==> config.mk <==
export PLATFORM = sky130hd
export DESIGN_NAME = parallel_port_addr_status
export DESIGN_NICKNAME = d
export VERILOG_FILES = /design/src/rtl/pport_pkg.sv /design/src/rtl/parallel_port_addr_status.sv
export SDC_FILE = /design/constraint.sdc
export NUM_CORES = 1
export LEC_CHECK = 0
export BUFFER_PORTS_ARGS = -buffer_cell sky130_fd_sc_hd__buf_2
export CAP_MARGIN = 25
export CORE_ASPECT_RATIO = 2
export CORE_MARGIN = 2
export CORE_UTILIZATION = 40
export CTS_CLUSTER_SIZE = 14
export DETAILED_ROUTE_END_ITERATION = 10
export PLACE_DENSITY = 0.72
export SLEW_MARGIN = 20
export SYNTH_ARGS = -nofsm -noshare
export SYNTH_HDL_FRONTEND = slang
export SYNTH_SLANG_ARGS = --single-unit
==> constraint.sdc <==
create_clock -name sys_clk -period 2.03 [get_ports sys_clk]
set_input_delay 0.203 -clock sys_clk [delete_from_list [all_inputs] [get_ports sys_clk]]
set_output_delay 0.203 -clock sys_clk [all_outputs]
set_load 0.01 [all_outputs]
==> src/rtl/pport_pkg.sv <==
// Purpose: Constants and types for the parallel port address/status block
// Assumes: Classic Wishbone, 32-bit data, registers in low 16 bits
// Notes:   Register offsets are byte addresses
package pport_pkg;

  ////////////////////////////////////////////////////////////////////////////
  // Register map (byte addresses)
  localparam logic [5:0] OFF_CTRL    = 6'h00; // Mode, irq, step fields
  localparam logic [5:0] OFF_ADDR    = 6'h04; // port_target_address
  localparam logic [5:0] OFF_PADEN   = 6'h08; // port_pad_enable
  localparam logic [5:0] OFF_STAT    = 6'h0C; // port_buffer_status
  localparam logic [5:0] OFF_PADCFG  = 6'h10; // pad_input_config
  localparam logic [5:0] OFF_IRQSTAT = 6'h14; // Sticky event status
  localparam logic [5:0] OFF_IRQCLR  = 6'h18; // Write one to clear
  localparam logic [5:0] OFF_IRQEN   = 6'h1C; // Event enable
  localparam logic [5:0] OFF_IBUF    = 6'h20; // Input buffers 0..3
  localparam logic [5:0] OFF_OUTPUT_UNDERFLOW_FLAG    = 6'h30; // Output buffers 0..3

  ////////////////////////////////////////////////////////////////////////////
  // Field positions and masks
  localparam int          ADDR_TOP_BIT = 15;
  localparam int          ADDR_CS_BIT  = 14;
  localparam logic [15:0] ADDR_LOW_MSK = 16'h3FFF;
  localparam logic [15:0] PADEN_MSK    = 16'h47FF;
  localparam logic [15:0] PADEN_MID    = 16'h07FC; // Pads 10..2
  localparam logic [15:0] PADCFG_MSK   = 16'h0003;
  localparam logic [15:0] CTRL_MSK     = 16'h007F;
  localparam logic [15:0] STEP_MSK     = 16'h07FF; // Eleven-bit stepping
  localparam int          PAD14_BIT    = 14;
  localparam int          STAT_IBF     = 15;
  localparam int          STAT_INPUT_OVERFLOW_FLAG    = 14;
  localparam int          STAT_IBF0    = 8;
  localparam int          STAT_OBE     = 7;
  localparam int          STAT_OUTPUT_UNDERFLOW_FLAG    = 6;
  localparam int          STAT_OBE0    = 0;
  localparam int          NBUF         = 4;
  localparam int          NEVT         = 5;

  ////////////////////////////////////////////////////////////////////////////
  // Encodings
  localparam logic [1:0] MODE_LEGACY  = 2'h0;
  localparam logic [1:0] MODE_ENH     = 2'h1;
  localparam logic [1:0] MODE_MASTER2 = 2'h2;
  localparam logic [1:0] MODE_MASTER1 = 2'h3;
  localparam logic [1:0] IRQ_NONE     = 2'h0;
  localparam logic [1:0] IRQ_CYCLE    = 2'h1;
  localparam logic [1:0] IRQ_BUF3     = 2'h3;
  localparam logic [1:0] STEP_INC     = 2'h1;
  localparam logic [1:0] STEP_DEC     = 2'h2;
  localparam logic [1:0] LAST_BUF     = 2'h3;
  // Event bits: 0 overflow, 1 underflow, 2 all-full, 3 all-empty, 4 port irq
  localparam int EV_OVF = 0;
  localparam int EV_UNF = 1;
  localparam int EV_FUL = 2;
  localparam int EV_EMP = 3;
  localparam int EV_IRQ = 4;
  localparam logic [15:0] STAT_RESET = 16'h008F;

  ////////////////////////////////////////////////////////////////////////////
  // Bundles
  typedef struct packed {
    logic       cyc;   // Cycle
    logic       stb;   // Strobe
    logic       we;    // Write
    logic [3:0] sel;   // Byte lanes
    logic [5:0] adr;   // Byte address
    logic [31:0] dat;  // Write data
  } wb_req_s;

  typedef struct packed {
    logic       strobe; // Synchronised access strobe (pre-edge)
    logic       write;  // Synchronised direction, 1 = host writes
    logic [1:0] sel;    // Synchronised buffer select
    logic [7:0] data;   // Synchronised host data
  } host_in_s;

endpackage

==> src/rtl/parallel_port_addr_status.sv <==
// Purpose: Address, pad enable and buffer status of a parallel port
// Assumes: Host pins are asynchronous; all sampled through two flops
// Notes:   Host access counted on rising edge of the synchronised strobe
`timescale 1ns/1ps
module parallel_port_addr_status #(
  parameter bit SMALL_PKG = 1'b0 // Package without address pads 10..2
) (
  input  wire logic              sys_clk,       // 40 MHz clock
  input  wire logic              rst_n,         // Sync reset, active low
  input  wire logic              wb_cyc_i,      // Wishbone cycle
  input  wire logic              wb_stb_i,      // Wishbone strobe
  input  wire logic              wb_we_i,       // Wishbone write
  input  wire logic [3:0]        wb_sel_i,      // Wishbone byte select
  input  wire logic [5:0]        wb_adr_i,      // Wishbone byte address
  input  wire logic [31:0]       wb_dat_i,      // Wishbone write data
  output logic      [31:0]       wb_dat_o,      // Wishbone read data
  output logic                   wb_ack_o,      // Wishbone ack
  input  wire logic              hostStrobe,    // Host access strobe pin
  input  wire logic              hostWrite,     // Host direction pin
  input  wire logic [1:0]        hostSel,       // Host buffer select pins
  input  wire logic [7:0]        hostData,      // Host data pins
  output logic      [7:0]        hostDataOut,   // Data to host
  output logic      [15:0]       addrOut,       // Port address value
  output logic                   chipSelect,    // Chip select one level
  output logic      [15:0]       padOwned,      // Pads owned by port
  output logic                   inputThreshold,// Input threshold select
  output logic                   clockPinSource,// Clock pin source select
  output logic      [1:0]        portMode,      // Port mode field
  output logic                   irq            // Level interrupt
);

  ////////////////////////////////////////////////////////////////////////////
  // State of the block, all but the pad ownership register padReg
  typedef struct packed {
    logic [15:0]        ctrl;     // Mode, irq mode, step mode
    logic [15:0]        addr;     // port_target_address
    logic [15:0]        paden;    // port_pad_enable
    logic [15:0]        padcfg;   // pad_input_config
    logic               input_overflow_flag;     // Input overflow sticky
    logic               output_underflow_flag;     // Output underflow sticky
    logic [3:0]         ifull;    // Per-buffer input full
    logic [3:0]         oempty;   // Per-buffer output empty
    logic [3:0][7:0]    ibuf;     // Input bytes
    logic [3:0][7:0]    obuf8;    // Output bytes
    logic [4:0]         evt;      // Sticky interrupt status
    logic [4:0]         evtEn;    // Interrupt enable
    pport_pkg::host_in_s s1;      // First sync stage
    pport_pkg::host_in_s s2;      // Second sync stage
    logic               strbOld;  // Last strobe for edge detect
    logic [7:0]         hOut;     // Data to host
    logic [31:0]        rdat;     // Bus read data
    logic               ack;      // Bus ack
    logic               irqOut;   // Interrupt output
  } state_s;

  state_s stReg;  // Registered state
  state_s stNext; // Next state

  ////////////////////////////////////////////////////////////////////////////
  // Combinational next state
  always_comb
  begin
    logic        busHit;
    logic        wr;
    logic        rd;
    logic [15:0] wv;
    logic [15:0] rv;
    logic        hAcc;
    logic [1:0]  bsel;
    logic [1:0]  mode;
    logic [3:0]  rdIb;
    logic [3:0]  wrOb;
    logic [4:0]  evNow;
    busHit  = 1'b0;
    wr      = 1'b0;
    rd      = 1'b0;
    wv      = 16'h0000;
    rv      = 16'h0000;
    hAcc    = 1'b0;
    bsel    = 2'h0;
    mode    = 2'h0;
    rdIb    = 4'h0;
    wrOb    = 4'h0;
    evNow   = 5'h00;
    stNext  = stReg;

    // Host pins through two flops; only stage two is read
    stNext.s1      = {hostStrobe, hostWrite, hostSel, hostData};
    stNext.s2      = stReg.s1;
    stNext.strbOld = stReg.s2.strobe;
    hAcc = stReg.s2.strobe && !stReg.strbOld;
    mode = stReg.ctrl[1:0];

    // Bus access: one wait state, ack pulses a single cycle
    busHit = wb_cyc_i && wb_stb_i && !stReg.ack;
    wr     = busHit && wb_we_i;
    rd     = busHit && !wb_we_i;
    wv     = {wb_sel_i[1] ? wb_dat_i[15:8] : 8'h00,
              wb_sel_i[0] ? wb_dat_i[7:0]  : 8'h00};
    stNext.ack = busHit;

    // Buffer select: address lines in addressed mode, else step order
    if (mode == pport_pkg::MODE_ENH)
    begin
      bsel = stReg.s2.sel;
    end
    else
    begin
      bsel = stReg.addr[1:0];
    end

    // Host side of the buffers (slave modes only)
    if (hAcc && !mode[1])
    begin
      if (stReg.s2.write)
      begin
        if (stReg.ifull[bsel])
        begin
          stNext.input_overflow_flag = 1'b1;
          evNow[pport_pkg::EV_OVF] = 1'b1;
        end
        else
        begin
          stNext.ibuf[bsel]  = stReg.s2.data;
          stNext.ifull[bsel] = 1'b1;
        end
      end
      else
      begin
        if (stReg.oempty[bsel])
        begin
          stNext.output_underflow_flag = 1'b1;
          evNow[pport_pkg::EV_UNF] = 1'b1;
        end
        else
        begin
          stNext.oempty[bsel] = 1'b1;
        end
        stNext.hOut = stReg.obuf8[bsel];
      end
      // Interrupt request according to irq mode
      if (stReg.ctrl[3:2] == pport_pkg::IRQ_CYCLE)
      begin
        evNow[pport_pkg::EV_IRQ] = 1'b1;
      end
      else if (stReg.ctrl[3:2] == pport_pkg::IRQ_BUF3 &&
               bsel == pport_pkg::LAST_BUF)
      begin
        evNow[pport_pkg::EV_IRQ] = 1'b1;
      end
      // Address stepping after each cycle, eleven bits wide
      if (stReg.ctrl[5:4] == pport_pkg::STEP_INC)
      begin
        stNext.addr = (stReg.addr & ~pport_pkg::STEP_MSK) |
          ((stReg.addr + 16'h0001) & pport_pkg::STEP_MSK);
      end
      else if (stReg.ctrl[5:4] == pport_pkg::STEP_DEC)
      begin
        stNext.addr = (stReg.addr & ~pport_pkg::STEP_MSK) |
          ((stReg.addr - 16'h0001) & pport_pkg::STEP_MSK);
      end
    end

    // Software buffer side
    for (int i = 0; i < pport_pkg::NBUF; i++)
    begin
      rdIb[i] = rd && wb_adr_i == pport_pkg::OFF_IBUF + 6'(4 * i);
      wrOb[i] = wr && wb_adr_i == pport_pkg::OFF_OUTPUT_UNDERFLOW_FLAG + 6'(4 * i);
      // A host fill landing in the same cycle beats the read clear,
      // otherwise the fresh byte would be lost unseen
      if (rdIb[i] && !(stNext.ifull[i] && !stReg.ifull[i]))
      begin
        stNext.ifull[i] = 1'b0;
      end
      if (wrOb[i] && wb_sel_i[0])
      begin
        stNext.obuf8[i]  = wb_dat_i[7:0];
        stNext.oempty[i] = 1'b0;
      end
    end

    // Register writes; unimplemented bits masked off
    if (wr)
    begin
      case (wb_adr_i)
        pport_pkg::OFF_CTRL:   stNext.ctrl   = wv & pport_pkg::CTRL_MSK;
        pport_pkg::OFF_ADDR:   stNext.addr   = wv;
        pport_pkg::OFF_PADEN:  stNext.paden  = wv & pport_pkg::PADEN_MSK;
        pport_pkg::OFF_PADCFG: stNext.padcfg = wv & pport_pkg::PADCFG_MSK;
        pport_pkg::OFF_STAT:
        begin
          // Software may only clear the sticky flags; hardware set wins
          if (!wv[pport_pkg::STAT_INPUT_OVERFLOW_FLAG] && !evNow[pport_pkg::EV_OVF])
          begin
            stNext.input_overflow_flag = 1'b0;
          end
          if (!wv[pport_pkg::STAT_OUTPUT_UNDERFLOW_FLAG] && !evNow[pport_pkg::EV_UNF])
          begin
            stNext.output_underflow_flag = 1'b0;
          end
        end
        pport_pkg::OFF_IRQCLR: stNext.evt  = stReg.evt & ~wv[4:0];
        pport_pkg::OFF_IRQEN:  stNext.evtEn = wv[4:0];
        default: ;
      endcase
    end

    // Aggregate events, set beats clear
    evNow[pport_pkg::EV_FUL] = &stNext.ifull && !(&stReg.ifull);
    evNow[pport_pkg::EV_EMP] = &stNext.oempty && !(&stReg.oempty);
    stNext.evt    = stNext.evt | evNow;
    stNext.irqOut = |(stNext.evt & stNext.evtEn);

    // Register reads; unmapped addresses read zero
    case (wb_adr_i)
      pport_pkg::OFF_CTRL:    rv = stReg.ctrl;
      pport_pkg::OFF_ADDR:    rv = stReg.addr;
      pport_pkg::OFF_PADEN:   rv = stReg.paden;
      pport_pkg::OFF_PADCFG:  rv = stReg.padcfg;
      pport_pkg::OFF_STAT:
      begin
        rv[pport_pkg::STAT_IBF]  = &stReg.ifull;
        rv[pport_pkg::STAT_INPUT_OVERFLOW_FLAG] = stReg.input_overflow_flag;
        rv[pport_pkg::STAT_IBF0 +: 4] = stReg.ifull;
        rv[pport_pkg::STAT_OBE]  = &stReg.oempty;
        rv[pport_pkg::STAT_OUTPUT_UNDERFLOW_FLAG] = stReg.output_underflow_flag;
        rv[pport_pkg::STAT_OBE0 +: 4] = stReg.oempty;
      end
      pport_pkg::OFF_IRQSTAT: rv = {11'h000, stReg.evt};
      pport_pkg::OFF_IRQEN:   rv = {11'h000, stReg.evtEn};
      default:
      begin
        for (int i = 0; i < pport_pkg::NBUF; i++)
        begin
          if (wb_adr_i == pport_pkg::OFF_IBUF + 6'(4 * i))
          begin
            rv = {8'h00, stReg.ibuf[i]};
          end
          if (wb_adr_i == pport_pkg::OFF_OUTPUT_UNDERFLOW_FLAG + 6'(4 * i))
          begin
            rv = {8'h00, stReg.obuf8[i]};
          end
        end
      end
    endcase
    stNext.rdat = rd ? {16'h0000, rv} : 32'h0000_0000;

    // Reset values
    if (!rst_n)
    begin
      stNext        = '0;
      stNext.oempty = pport_pkg::STAT_RESET[pport_pkg::STAT_OBE0 +: 4];
    end
  end

  ////////////////////////////////////////////////////////////////////////////
  // State register
  always_ff @(posedge sys_clk)
  begin
    stReg <= stNext;
  end

  ////////////////////////////////////////////////////////////////////////////
  // Pad ownership register, outputs straight from flops
  logic [15:0] padReg;  // Owned pads
  logic [15:0] padNext; // Next owned pads
  // Small package: no pads 10..2 exist, so their enables own nothing
  always_comb
  begin
    padNext = (SMALL_PKG ? ~pport_pkg::PADEN_MID : 16'hFFFF) & stNext.paden;
  end
  always_ff @(posedge sys_clk)
  begin
    padReg <= padNext;
  end

  assign wb_dat_o       = stReg.rdat;
  assign wb_ack_o       = stReg.ack;
  assign hostDataOut    = stReg.hOut;
  assign addrOut        = stReg.addr;
  assign chipSelect     = stReg.addr[pport_pkg::ADDR_CS_BIT];
  assign padOwned       = padReg;
  assign inputThreshold = stReg.padcfg[0];
  assign clockPinSource = stReg.padcfg[1];
  assign portMode       = stReg.ctrl[1:0];
  assign irq            = stReg.irqOut;

endmodule

==> metrics.csv <==
metric;value;unit
Pleak;4.07;nW
critical path startpoint category;flip-flop;
Highest Signal Layer;met4;
combinational share of power;6.4;%
DR WL met3;1.78;mm
met2 wire len;14.5;mm
die span in x;107;µm
Overflow after GRT;0;
skew final;0.00967;ns
RSZ-0062 raised after global routing;false;
Min-Delay Path Class;in2reg;
M1 WL;8.82;mm
launch point of the worst reg-to-reg path;portMode[1];
Longest Clk Path Bufs;2;
share of flip-flops with an asynchronous set or reset;0;%
vias in the first global route;7442;
Power Internal;5.32;mW
max incr delay on CP;0.34;ns
Flop pwr share;48.4;%
Slew HR;67.6;%
DRC viols;0;
share of cells above drive strength 1;27.0;%
final critical-path setup slack;0.0716;ns
crit share post-route;96.5;%
Synth top area share;40.5;%
status;finished, final reports clean;
register area share after synthesis;40.5;%
Buf/Inv on CP;3;
core area;20900;µm²
initial antenna violation count;2;
overall power;7.09;mW
Crit path arrival time;2.30;ns
crit-path max FO;9;
f_max;511;MHz
Area after DPL;9490;µm²
RD Place Congestion;0.986;
clock sink count;172;
Synth Flop Type;dfxtp_1;
Final Setup Violations;0;
largest net degree at the start of global routing;40;
# nets final;1133;
switching fraction of total power;24.9;%
Synth Instances;944;
clock-pin slew on the worst setup and hold paths;0.07;ns
WL/cell;20.7;µm
Starting Density;40.7;%
Worst Tran Pin Value;0.473;ns
Initial DRT Pass Iterations;5;
cell row count;75;
fin crit period;1.96;ns
I/O Buffers;99;
Yosys reg bits;172;
pre-CTS WS;-0.157;ns
Slew Limit Fails;0;
gr usage total;25.1;%
number of synthesized flops with an enable pin;0;
Max stage delay cell, worst path;dfxtp_4;
CTS tree;yes;
count leader, synth;dfxtp_1;
Fin. Hold Viols;0;
Worst Hold Launch;wb_dat_i[12];
Worst EP required;2.37;ns
I/O pins;138;
Worst Setup SP;portMode[1];
hpwl dp;21.8;mm
family with the most delay on the worst path;buffers and inverters;
vias;7585;
fin area;10200;µm²
endpoint class of the critical path;flip-flop;
final WL;28.0;mm
top post-synthesis cells by area;dfxtp_1 (40%), mux2i_1 (9.2%), buf_4 (6.5%), nor2_1 (6.1%), a21oi_1 (3.7%);
post-synth cell types;82;
synthesized cell area;8510;µm²
Clk network pwr share;45.2;%
max cap viols;0;
Area growth syn-to-layout;20.3;%
first-pass GRT wire length;41.9;mm
Clock Latency Late Sink;0.45;ns
CTS H-tree lvls;4;
vias per inst;5.59;
Finished Core Util;48.9;%
Max VDD drop;0.512;mV
WS Path Type;reg2reg;
Worst Hold Slack;0.0284;ns
chip height;210;µm
Clock Tree Root;clkbuf_16;
Post-synth top cells;dfxtp_1 (172), nor2_1 (139), mux2i_1 (78);
PD cells;692;nW/µm²
Yosys top cell by area;dfxtp_1;
DRT iter0 DRCs;497;
Syn Area/Cell;9.02;µm²
Syn. warnings;0;
Antenna Violating Nets Remaining;0;
total CTS buffers;17;
area of the die;22500;µm²
CP Cell Sequence;buf_6 > nor2b_4 > buf_12 > mux2_4 > nor3b_2 > a31oi_2 > buf_4 > a2111oi_4 > o21a_1;
Psw;1.76;mW
## sequential cells by signal, indices dropped and copies added (netlist names)
register        cells
portMode            2
addrOut            16
clockPinSource      1
wb_ack_o            1
hostDataOut         8
irq                 1
padOwned           12
wb_dat_o           16
inputThreshold      1
stReg             114
## per-stage QoR
stage / instances / setup TNS (ns)
global placement: 1310 / -0.111
finish: 1356 / 0
CTS: 1354 / 0
floorplan: 963 / 0
detailed placement: 1310 / -0.363
global route: 1356 / 0
## final timing paths
path / end / slack (ns) / cells after the start
setup / recovery: stReg[74] / 0.07 / 9
setup reg to reg: stReg[74] / 0.07 / 9
hold / removal: addrOut[12] / 0.03 / 3
hold reg to reg: stReg[48] / 0.43 / 1
## worst reg2reg max path: cells and delay by family, from the launching register on
kind | cells | cell delay [ns]
and+or+nand+nor | 2 | 0.31
AOI/OAI and AO/OA | 3 | 0.43
muxes | 1 | 0.35
buffers and inverters | 3 | 0.44
DFF | 1 | 0.34
## placed cells by master, fill, tap and decap left out, types with 11 or more instances in the layout
master / Yosys / layout
dfxtp_1: 172 / 169
mux2i_1: 78 / 78
nand3_1: 19 / 19
buf_4: 74 / 100
nor2_1: 139 / 138
nand2_1: 68 / 68
nand2b_1: 13 / 12
a211oi_1: 20 / 20
a22oi_1: 21 / 21
o21ai_0: 16 / 16
dlygate4sd3_1: 0 / 12
and2_1: 35 / 35
buf_2: 8 / 99
conb_1: 1 / 20
mux2_2: 14 / 14
a222oi_1: 12 / 12
nand4_1: 11 / 11
a21oi_1: 63 / 63
clkbuf_16: 0 / 17
## cells by family after synthesis
logic type	Yosys count	synth area share [%]
other	1	0.0441
multiplexers	101	13.0
AO/OA/AOI/OAI	184	15.1
AND/OR/NAND/NOR	339	19.9
XOR/XNOR	10	1.03
flip-flops	172	40.5
buffers and inverters	135	10.1
adder cells (fa/ha/maj)	2	0.294
## routing by layer
metal | GRT usage, % | up-vias
met2 | 45.0 | 393
met5 | 0 | -
li1 | - | 3505
met1 | 23.1 | 3541
met3 | 4.42 | 146
met4 | 23.6 | 0
## power by group through the flow
stage               sequential (mW)  combinational (mW)  clock [mW]
finish                         3.43               0.451        3.20
global route                   3.43               0.480        3.37
CTS                            3.43               0.439        3.25
detailed placement             3.51               0.419           0
global placement               3.51               0.417           0
floorplan                      3.50               0.253           0
## timing repair
action / CTS / global route
hold endpoints to repair: 12 / 0
buffers inserted: 0 / 1
pin swaps: 0 / 2
setup endpoints to repair: 10 / 16
hold buffers: 12 / 0
cloned: 0 / 0
resized for setup: 2 / 11
## layout make-up
| type | count | area, µm² |
|---|---|---|
| fillers | 1995 | 10700 |
| multi-input cells | 656 | 4340 |
| flip-flops and latches | 172 | 3450 |
| repair buffers | 219 | 1510 |
| clock buffers | 18 | 439 |
| well taps | 269 | 337 |
| clock inverters | 14 | 136 |
| inverters | 6 | 23.8 |
| diodes | 2 | 5.00 |
Note: power is estimated with default switching activity, not from simulation.
